===== config.mk =====
export PLATFORM = sky130hd
export DESIGN_NAME = itca_top
export DESIGN_NICKNAME = d
export VERILOG_FILES = /design/src/verilog/itca_pkg.sv /design/src/verilog/itca_rdsel.sv /design/src/verilog/itca_sync.sv /design/src/verilog/itca_top.sv
export SDC_FILE = /design/constraint.sdc
export NUM_CORES = 1
export LEC_CHECK = 0
export BUFFER_PORTS_ARGS = -buffer_cell sky130_fd_sc_hd__buf_2
export CAP_MARGIN = 20
export CORE_MARGIN = 3
export CORE_UTILIZATION = 35
export CTS_CLUSTER_SIZE = 28
export DETAILED_ROUTE_END_ITERATION = 8
export PLACE_DENSITY = 0.5
export SLEW_MARGIN = 20
export SYNTH_ARGS = -nofsm -noshare
export SYNTH_HDL_FRONTEND = slang
export SYNTH_SLANG_ARGS = --single-unit

===== constraint.sdc =====
create_clock -name clk_i -period 2.4 [get_ports clk_i]
set_input_delay 0.48 -clock clk_i [delete_from_list [all_inputs] [get_ports clk_i]]
set_output_delay 0.48 -clock clk_i [all_outputs]
set_load 0.005 [all_outputs]

===== src/verilog/itca_pkg.sv =====
// shared constants and types for the timer command and count access block
package itca_pkg;

  // number of counters served by the access logic
  localparam int unsigned NUM_UNITS = 3;

  // select-line code of the command register port
  localparam logic [1:0] PORT_CTRL = 2'h3;

  // command byte fields
  localparam int unsigned UNIT_MSB = 7;
  localparam int unsigned UNIT_LSB = 6;
  localparam int unsigned ORDER_MSB = 5;
  localparam int unsigned ORDER_LSB = 4;
  localparam int unsigned OPK_MSB = 3;
  localparam int unsigned OPK_LSB = 1;
  localparam int unsigned OPK_MID = 2;
  localparam int unsigned DEC_BIT = 0;
  localparam int unsigned CW_KEEP_MSB = 5;

  // read-back command fields (count/status bits are active low)
  localparam int unsigned RB_CNT_N = 5;
  localparam int unsigned RB_STS_N = 4;
  localparam int unsigned RB_PICK_LSB = 1;

  // status byte fields
  localparam int unsigned STS_WAVE = 7;
  localparam int unsigned STS_PEND = 6;

  // unit_pick code that marks a read-back command
  localparam logic [1:0] UNIT_READBACK = 2'h3;

  // byte_order encodings
  typedef enum logic [1:0] {
    ORD_LATCH = 2'h0,
    ORD_LO = 2'h1,
    ORD_HI = 2'h2,
    ORD_BOTH = 2'h3
  } itca_order_t;

  // reset values; the real part powers up undefined
  localparam logic [5:0] CW_RST = 6'h10;
  localparam logic [2:0] MODE_RST = 3'h0;
  localparam logic [15:0] WORD_RST = 16'h0000;
  localparam logic [7:0] BYTE_RST = 8'h00;
  localparam logic [2:0] STROBE_IDLE = 3'h7;
  localparam logic [9:0] BUS_IDLE = 10'h000;

  // op_kind to mode number; top bit is ignored for modes 2 and 3
  function automatic logic [2:0] itca_mode_decode(input logic [2:0] k);
    logic [2:0] m;
    m = k;
    if (k[1]) begin
      m = {1'b0, k[1:0]};
    end
    return m;
  endfunction

endpackage


===== src/verilog/itca_rdsel.sv =====
// picks the byte a counter returns on a read
`timescale 1ns/10ps
module itca_rdsel (
  // read sequencing state
  input wire logic [1:0] order_i,
  input wire logic rd_ptr_i,
  // latched status
  input wire logic sts_held_i,
  input wire logic [7:0] sts_byte_i,
  // latched and live count
  input wire logic cnt_held_i,
  input wire logic [15:0] hold_i,
  input wire logic [15:0] core_i,
  // byte to drive
  output logic [7:0] byte_o
);

  logic [15:0] value;

  // status first, then frozen count, else live count
  always_comb begin
    value = cnt_held_i ? hold_i : core_i;
    byte_o = value[7:0];
    if (sts_held_i) begin
      byte_o = sts_byte_i;
    end else begin
      unique case (order_i)
        itca_pkg::ORD_HI: byte_o = value[15:8];
        itca_pkg::ORD_BOTH: byte_o = rd_ptr_i ? value[15:8] : value[7:0];
        default: byte_o = value[7:0];
      endcase
    end
  end

endmodule


===== src/verilog/itca_sync.sv =====
// two-stage synchroniser for pin inputs
`timescale 1ns/10ps
module itca_sync #(
  parameter int unsigned WIDTH = 1,
  parameter logic [WIDTH-1:0] RST_VAL = '0
) (
  // clock and reset
  input wire logic clk_i,
  input wire logic reset_i,
  // asynchronous pins and their synchronised copy
  input wire logic [WIDTH-1:0] pin_i,
  output logic [WIDTH-1:0] sync_o
);

  logic [WIDTH-1:0] meta_q;
  logic [WIDTH-1:0] meta_d;
  logic [WIDTH-1:0] sync_q;
  logic [WIDTH-1:0] sync_d;

  // first stage feeds only the second stage
  always_comb begin
    meta_d = pin_i;
    sync_d = meta_q;
  end

  // both stages reset to the idle pin level
  always_ff @(posedge clk_i) begin
    if (reset_i) begin
      meta_q <= RST_VAL;
      sync_q <= RST_VAL;
    end else begin
      meta_q <= meta_d;
      sync_q <= sync_d;
    end
  end

  assign sync_o = sync_q;

endmodule


===== src/verilog/itca_top.sv =====
// command decode and count access for a three-counter interval timer
`timescale 1ns/10ps
// Function
// - commands only written to select code three
// - top two bits pick counter or read-back
// - byte_order: latch, low, high, low-then-high
// - op_kind decoded, top bit ignored modes 2-3
// - decade bit selects binary or four-decade count
// - new count anytime, mode kept
// - byte_order zero means latch command
// - hold latch freezes count until fully read
// - each counter has its own hold state
// - latch leaves mode and counting alone
// - repeated latch ignored while still held
// - two-byte reads may be interleaved elsewhere
// - separate read and write byte pointers
// - read-back picks counters via bits 3..1
// - bit5 low latches count, bit4 status
// - read-back exposes count, mode, pin, pending
// - select lines qualified by chip select, strobes
// - status: pin bit7, pending bit6, control 5..0
// - status read first, then latched count
// - pending flag set by program/write, cleared load
module itca_top #(
  parameter int unsigned NUM_UNITS = itca_pkg::NUM_UNITS
) (
  // clock and reset
  input wire logic clk_i,
  input wire logic reset_i,
  // host port pins
  input wire logic cs_n_i,
  input wire logic rd_n_i,
  input wire logic wr_n_i,
  input wire logic port_sel_hi_i,
  input wire logic port_sel_lo_i,
  input wire logic [7:0] data_i,
  output logic [7:0] data_o,
  output logic data_oe_o,
  // from the counting cores
  input wire logic [NUM_UNITS-1:0][15:0] core_count_i,
  input wire logic [NUM_UNITS-1:0] wave_pin_i,
  input wire logic [NUM_UNITS-1:0] load_done_i,
  // to the counting cores
  output logic [NUM_UNITS-1:0][15:0] load_register_o,
  output logic [NUM_UNITS-1:0] load_strobe_o,
  output logic [NUM_UNITS-1:0] write_split_o,
  output logic [NUM_UNITS-1:0] program_o,
  output logic [NUM_UNITS-1:0][2:0] op_mode_o,
  output logic [NUM_UNITS-1:0] decade_count_o,
  output logic [NUM_UNITS-1:0] pending_load_o
);

  // address decode is fixed to three counters plus command port
  if (NUM_UNITS != itca_pkg::NUM_UNITS) begin : g_bad_units
    $error("itca_top supports exactly three counters");
  end

  // synchronised pins
  logic [2:0] strobe_s;
  logic [9:0] bus_s;
  logic cs_n_s;
  logic rd_n_s;
  logic wr_n_s;
  logic [1:0] sel_s;
  logic [7:0] din_s;

  // access tracking
  logic wr_sel_q;
  logic wr_sel_d;
  logic rd_sel_q;
  logic rd_sel_d;
  logic [1:0] wr_addr_q;
  logic [1:0] wr_addr_d;
  logic [7:0] wr_data_q;
  logic [7:0] wr_data_d;
  logic [1:0] rd_addr_q;
  logic [1:0] rd_addr_d;
  logic [7:0] dout_q;
  logic [7:0] dout_d;
  logic doe_q;
  logic doe_d;

  // decoded events
  logic wr_now;
  logic rd_now;
  logic wr_take;
  logic rd_end;
  logic ctrl_take;
  logic is_rb;
  logic [1:0] cmd_unit;
  logic [1:0] cmd_order;
  logic [NUM_UNITS-1:0] cnt_wr;
  logic [NUM_UNITS-1:0] rd_done;
  logic [NUM_UNITS-1:0] prog;
  logic [NUM_UNITS-1:0] latch_cmd;
  logic [NUM_UNITS-1:0] rb_cnt;
  logic [NUM_UNITS-1:0] rb_sts;
  logic [NUM_UNITS-1:0][7:0] rd_byte;

  // pins cross in through two flops before any decode
  itca_sync #(
    .WIDTH(3),
    .RST_VAL(itca_pkg::STROBE_IDLE)
  ) u_sync_strobe (
    .clk_i(clk_i),
    .reset_i(reset_i),
    .pin_i({cs_n_i, rd_n_i, wr_n_i}),
    .sync_o(strobe_s)
  );

  itca_sync #(
    .WIDTH(10),
    .RST_VAL(itca_pkg::BUS_IDLE)
  ) u_sync_bus (
    .clk_i(clk_i),
    .reset_i(reset_i),
    .pin_i({port_sel_hi_i, port_sel_lo_i, data_i}),
    .sync_o(bus_s)
  );

  assign cs_n_s = strobe_s[2];
  assign rd_n_s = strobe_s[1];
  assign wr_n_s = strobe_s[0];
  assign sel_s = bus_s[9:8];
  assign din_s = bus_s[7:0];

  // strobes only count while chip select is low
  assign wr_now = !cs_n_s && !wr_n_s && rd_n_s;
  assign rd_now = !cs_n_s && !rd_n_s && wr_n_s &&
                  (sel_s != itca_pkg::PORT_CTRL);

  // a write commits when its strobe ends, using the last sampled
  // address and data, so slow data settling on the pins is harmless
  assign wr_take = wr_sel_q && !wr_now;
  assign rd_end = rd_sel_q && !rd_now;

  // command register decode
  assign ctrl_take = wr_take && (wr_addr_q == itca_pkg::PORT_CTRL);
  assign cmd_unit = wr_data_q[itca_pkg::UNIT_MSB:itca_pkg::UNIT_LSB];
  assign cmd_order = wr_data_q[itca_pkg::ORDER_MSB:itca_pkg::ORDER_LSB];
  assign is_rb = (cmd_unit == itca_pkg::UNIT_READBACK);

  // per-counter event fan-out
  always_comb begin
    for (int k = 0; k < NUM_UNITS; k++) begin
      cnt_wr[k] = wr_take && (wr_addr_q == 2'(k));
      rd_done[k] = rd_end && (rd_addr_q == 2'(k));
      prog[k] = ctrl_take && !is_rb && (cmd_unit == 2'(k)) &&
                (cmd_order != itca_pkg::ORD_LATCH);
      latch_cmd[k] = ctrl_take && !is_rb && (cmd_unit == 2'(k)) &&
                     (cmd_order == itca_pkg::ORD_LATCH);
      rb_cnt[k] = ctrl_take && is_rb &&
                  !wr_data_q[itca_pkg::RB_CNT_N] &&
                  wr_data_q[itca_pkg::RB_PICK_LSB + k];
      rb_sts[k] = ctrl_take && is_rb &&
                  !wr_data_q[itca_pkg::RB_STS_N] &&
                  wr_data_q[itca_pkg::RB_PICK_LSB + k];
    end
  end

  // access tracking and read data next values
  always_comb begin
    wr_sel_d = wr_now;
    rd_sel_d = rd_now;
    wr_addr_d = wr_now ? sel_s : wr_addr_q;
    wr_data_d = wr_now ? din_s : wr_data_q;
    rd_addr_d = rd_now ? sel_s : rd_addr_q;
    // command port and idle bus are never driven
    doe_d = rd_now;
    dout_d = dout_q;
    if (rd_now) begin
      dout_d = itca_pkg::BYTE_RST;
      for (int k = 0; k < NUM_UNITS; k++) begin
        if (sel_s == 2'(k)) begin
          dout_d = rd_byte[k];
        end
      end
    end
  end

  always_ff @(posedge clk_i) begin
    if (reset_i) begin
      wr_sel_q <= 1'b0;
      rd_sel_q <= 1'b0;
      wr_addr_q <= itca_pkg::PORT_CTRL;
      wr_data_q <= itca_pkg::BYTE_RST;
      rd_addr_q <= itca_pkg::PORT_CTRL;
      dout_q <= itca_pkg::BYTE_RST;
      doe_q <= 1'b0;
    end else begin
      wr_sel_q <= wr_sel_d;
      rd_sel_q <= rd_sel_d;
      wr_addr_q <= wr_addr_d;
      wr_data_q <= wr_data_d;
      rd_addr_q <= rd_addr_d;
      dout_q <= dout_d;
      doe_q <= doe_d;
    end
  end

  assign data_o = dout_q;
  assign data_oe_o = doe_q;

  // one independent access channel per counter
  for (genvar i = 0; i < NUM_UNITS; i++) begin : g_unit
    logic [5:0] cw_q; // control bits 5..0 as last written
    logic [5:0] cw_d;
    logic [2:0] mode_q;
    logic [2:0] mode_d;
    logic [15:0] hold_q;
    logic [15:0] hold_d;
    logic cnt_held_q;
    logic cnt_held_d;
    logic sts_held_q;
    logic sts_held_d;
    logic [7:0] sts_q;
    logic [7:0] sts_d;
    logic rd_ptr_q;
    logic rd_ptr_d;
    logic wr_ptr_q;
    logic wr_ptr_d;
    logic [15:0] load_q;
    logic [15:0] load_d;
    logic null_q;
    logic null_d;
    logic strobe_q;
    logic strobe_d;
    logic split_q;
    logic split_d;
    logic prog_q;
    logic prog_d;
    logic [1:0] order;

    assign order = cw_q[itca_pkg::ORDER_MSB:itca_pkg::ORDER_LSB];

    // channel next state; later assignments take priority
    always_comb begin
      cw_d = cw_q;
      mode_d = mode_q;
      hold_d = hold_q;
      cnt_held_d = cnt_held_q;
      sts_held_d = sts_held_q;
      sts_d = sts_q;
      rd_ptr_d = rd_ptr_q;
      wr_ptr_d = wr_ptr_q;
      load_d = load_q;
      split_d = split_q;
      strobe_d = 1'b0;
      prog_d = 1'b0;
      null_d = null_q;
      // transfer into the core clears pending; any set below wins
      if (load_done_i[i]) begin
        null_d = 1'b0;
      end
      // read advance: status first, then one or two count bytes
      if (rd_done[i]) begin
        if (sts_held_q) begin
          sts_held_d = 1'b0;
        end else if (order == itca_pkg::ORD_BOTH && !rd_ptr_q) begin
          rd_ptr_d = 1'b1;
        end else begin
          rd_ptr_d = 1'b0;
          cnt_held_d = 1'b0;
        end
      end
      // count latch; a second latch before the read is dropped
      if ((latch_cmd[i] || rb_cnt[i]) && !cnt_held_q) begin
        hold_d = core_count_i[i];
        cnt_held_d = 1'b1;
      end
      // status latch snapshots pin, pending flag and control bits
      if (rb_sts[i] && !sts_held_q) begin
        sts_d = {wave_pin_i[i], null_q, cw_q};
        sts_held_d = 1'b1;
      end
      // count write in the programmed byte format, mode untouched
      if (cnt_wr[i]) begin
        unique case (order)
          itca_pkg::ORD_LO: begin
            load_d = {itca_pkg::BYTE_RST, wr_data_q};
            strobe_d = 1'b1;
            null_d = 1'b1;
          end
          itca_pkg::ORD_HI: begin
            load_d = {wr_data_q, itca_pkg::BYTE_RST};
            strobe_d = 1'b1;
            null_d = 1'b1;
          end
          default: begin
            if (!wr_ptr_q) begin
              load_d = {load_q[15:8], wr_data_q};
              wr_ptr_d = 1'b1;
              split_d = 1'b1;
            end else begin
              load_d = {wr_data_q, load_q[7:0]};
              wr_ptr_d = 1'b0;
              split_d = 1'b0;
              strobe_d = 1'b1;
              null_d = 1'b1;
            end
          end
        endcase
      end
      // control word: new format, pointers home, latches dropped
      if (prog[i]) begin
        cw_d = wr_data_q[itca_pkg::CW_KEEP_MSB:0];
        mode_d = itca_pkg::itca_mode_decode(
          wr_data_q[itca_pkg::OPK_MSB:itca_pkg::OPK_LSB]);
        rd_ptr_d = 1'b0;
        wr_ptr_d = 1'b0;
        cnt_held_d = 1'b0;
        sts_held_d = 1'b0;
        split_d = 1'b0;
        null_d = 1'b1;
        prog_d = 1'b1;
      end
    end

    always_ff @(posedge clk_i) begin
      if (reset_i) begin
        cw_q <= itca_pkg::CW_RST;
        mode_q <= itca_pkg::MODE_RST;
        hold_q <= itca_pkg::WORD_RST;
        cnt_held_q <= 1'b0;
        sts_held_q <= 1'b0;
        sts_q <= itca_pkg::BYTE_RST;
        rd_ptr_q <= 1'b0;
        wr_ptr_q <= 1'b0;
        load_q <= itca_pkg::WORD_RST;
        null_q <= 1'b0;
        strobe_q <= 1'b0;
        split_q <= 1'b0;
        prog_q <= 1'b0;
      end else begin
        cw_q <= cw_d;
        mode_q <= mode_d;
        hold_q <= hold_d;
        cnt_held_q <= cnt_held_d;
        sts_held_q <= sts_held_d;
        sts_q <= sts_d;
        rd_ptr_q <= rd_ptr_d;
        wr_ptr_q <= wr_ptr_d;
        load_q <= load_d;
        null_q <= null_d;
        strobe_q <= strobe_d;
        split_q <= split_d;
        prog_q <= prog_d;
      end
    end

    // byte this counter would return now
    itca_rdsel u_rdsel (
      .order_i(order),
      .rd_ptr_i(rd_ptr_q),
      .sts_held_i(sts_held_q),
      .sts_byte_i(sts_q),
      .cnt_held_i(cnt_held_q),
      .hold_i(hold_q),
      .core_i(core_count_i[i]),
      .byte_o(rd_byte[i])
    );

    // core-facing outputs straight from channel flops
    assign load_register_o[i] = load_q;
    assign load_strobe_o[i] = strobe_q;
    assign write_split_o[i] = split_q;
    assign program_o[i] = prog_q;
    assign op_mode_o[i] = mode_q;
    assign decade_count_o[i] = cw_q[itca_pkg::DEC_BIT];
    assign pending_load_o[i] = null_q;
  end

endmodule

==> out/summary.txt <==
Post-CTS Hold Fix Bufs: 0
Final hold violation count: 0
DRC: 0
Largest net degree at the start of global routing: 45
Vias: 7,178
Fin Clk Skew: 0.01436 ns
Fin. max-slew vios: 0
H-Tree Depth: 1
Multi-input gate area: 4347 um^2
CORE AREA: 25,250 um^2
Syn_nets: 1,054
WP data required: 2.79 ns
I/O pins: 150
Clock Latency Late Sink: 0.52 ns
Met1 Track Usage GR: 0.2497
Initial DRC count: 443
Utilization after layout: 0.4270
Min Tclk post-route: 2.176 ns
Vias in the first global route: 7,086
Total Wirelength: 25.50 mm
FP Rows: 58
Synth Warn #: 0
Setup WS pre-CTS: 0.1680 ns
FFs w/ async S/R, synth: 0
P_leak: 4.337 nW
Synth cell count leaders: dfxtp_1, nor2_1, mux2i_1, nand2_1, a21oi_1
DR WL/cell: 17.62 um
Gpl congestion: 0.7827
Top post-synthesis cells by area: dfxtp_1, mux2i_1, mux2_2
Total Neg Setup Slack: 0 ns
Gr busiest metal: met2
Synth top area share: 0.4661
Die W: 166.5 um
Drt first pass iters: 5
Diode count: 0
Count of cell types in the netlist: 48
Critical Path Sink Type: flop
Clk slew on worst S/H paths: 0.06 ns
Global-route wire length before repair: 40.68 mm
Crit Path Class: flop to flop
Post-Layout Cell Count: 1,447
Status: finished, final reports clean
Fmax: 459.5 MHz
Post-Syn Area: 9020 um^2
Mapped Cells: 976
Proportion of layout cells with a drive suffix above 1: 0.2677
Vias/cell: 4.961
Seq/Total Area, Yosys: 0.4661
GRT overflow: 0
Initial Utilization: 0.3572
Syn_area_per_cell: 9.242 um^2
Port bufs: 149
Crit start category: flop
Critical path peak fanout: 18
CTS root buf: clkbuf_16
Die H: 166.5 um
# nets final: 1,180
#FFs+latches synth: 210
Min-Delay Path Class: input port to flop
M3 GR Usage: 0.02753
Post-DRT Antenna Nets: 0
DP Cell Count: 1,407
Worst-case clock buffer depth: 3
Number of enable flip-flop cells after synthesis: 0
Slew HR: 0.3557
Fin crit share: 0.9067
Most common cell in the netlist: dfxtp_1
Worst-Margin Slew: 0.9583 ns
Flip-flop and latch area: 4204 um^2
CTS tree: built
# fillers: 2,567
Max_cap viols: 0
Tot GR Track Use: 0.1794
Full die area: 27,730 um^2
Num CTS Buffers: 23
M2 GR Usage: 0.2967
Post_cts resized: 0
Worst EP arrival: 2.56 ns
Top cell type by total area after synthesis: dfxtp_1
Cell Pwr Density: 670.9 nW/um^2
P&R area growth vs syn: 19.56%
Max IR drop VDD: 380.0 uV
Final setup fails: 0
Hpwl dp: 18.02 mm
RSZ-0062 raised after global routing: false
Antenna violations before repair: 0
CTS Sinks: 210
Most used DFF post-synth: dfxtp_1
Final WS setup: 0.2239 ns
Post-CTS setup buffers: 0
-- metal layers --
layer	vias to the layer above	routed length, um
met5	-	0
met4	0	493
met3	35	1030
met2	152	11740
met1	3383	12240
li1	3608	-
-- metrics by stage --
| step | hold slack [ns] | cell area [um^2] | power [mW] |
|---|---|---|---|
| 6_report | 0.1462 | 10780 | 7.235 |
| 5_1_grt | 0.1449 | 10780 | 7.480 |
| 4_1_cts | 0.1268 | 10780 | 7.335 |
| 3_5_place_dp | 0.4210 | 10060 | 3.883 |
| 3_3_place_gp | 0.4256 | 10060 | 3.883 |
| 2_1_floorplan | 0.3895 | 9020 | 3.744 |
-- state kept, by name (all words and copies together) (netlist names), 8 cells and up --
signal,flops
u_sync_bus.meta_q,10
g_unit.cw_q,18
u_sync_bus.sync_o,10
g_unit.sts_q,24
g_unit.load_q,48
data_o,8
g_unit.hold_q,48
wr_data_q,8
-- layout make-up --
| class | count | share of cell area |
|---|---|---|
| multi-input cells | 666 | 0.4031 |
| clock buffers | 34 | 0.06184 |
| clock inverters | 6 | 0.005453 |
| inverters | 16 | 0.005569 |
| flip-flops and latches | 210 | 0.3898 |
| well taps | 330 | 0.03829 |
| repair buffers | 185 | 0.09595 |
-- placed cells by master, fill, tap and decap left out, drive strengths merged, types with 2 or more instances in the layout --
cell / instances
dfxtp: 210
buf: 185
nor2: 118
mux2i: 89
nand2: 81
a21oi: 70
nand3: 51
mux2: 51
nor2b: 47
nor3: 38
clkbuf: 34
a221oi: 24
inv: 17
or2: 14
nand2b: 11
nor4: 11
ha: 9
a22o: 6
o31ai: 5
a21o: 5
o21ai: 5
nor4b: 4
nand3b: 4
clkinv: 4
a22oi: 3
nand4: 3
a211o: 2
xor2: 2
nand4b: 2
or3b: 2
-- final timing paths --
check	startpoint	to	slack (ns)	depth (start not counted)
worst max-delay path	g_unit[0].cnt_held_q	data_o[3]	0.22	5
worst min register to register	u_sync_bus.sync_o[4]	wr_data_q[4]	0.43	2
worst min-delay path	rd_n_i	u_sync_strobe.meta_q[1]	0.15	2
worst max register to register	g_unit[0].cnt_held_q	data_o[3]	0.22	5
-- cells by family (layout without fill, tap and decap cells) --
| logic type | Yosys count | after routing | synth area share |
|---|---|---|---|
| flip-flops | 210 | 210 | 0.4661 |
| XOR/XNOR | 3 | 3 | 0.002914 |
| adder cells (fa/ha/maj) | 9 | 9 | 0.01248 |
| AND/OR/NAND/NOR | 391 | 391 | 0.2145 |
| buffers and inverters | 100 | 241 | 0.05549 |
| AO/OA/AOI/OAI | 123 | 123 | 0.08614 |
| multiplexers | 140 | 140 | 0.1624 |
-- power breakdown --
group | switching [mW] | internal [mW] | leakage [nW]
Sequential | 0.0132 | 3.51 | 1.70
Combinational | 0.149 | 0.128 | 2.28
Clock | 1.41 | 2.02 | 0.361
Total | 1.58 | 5.66 | 4.34
-- critical path: stages, from the launching register on --
cell and delay (ns):
dfxtp_1 0.83, mux2_2 0.41, a221oi_1 0.32, nor3_1 0.14
nor4_1 0.28, nor3_1 0.09
No activity file was read; power rests on OpenSTA's default activity.
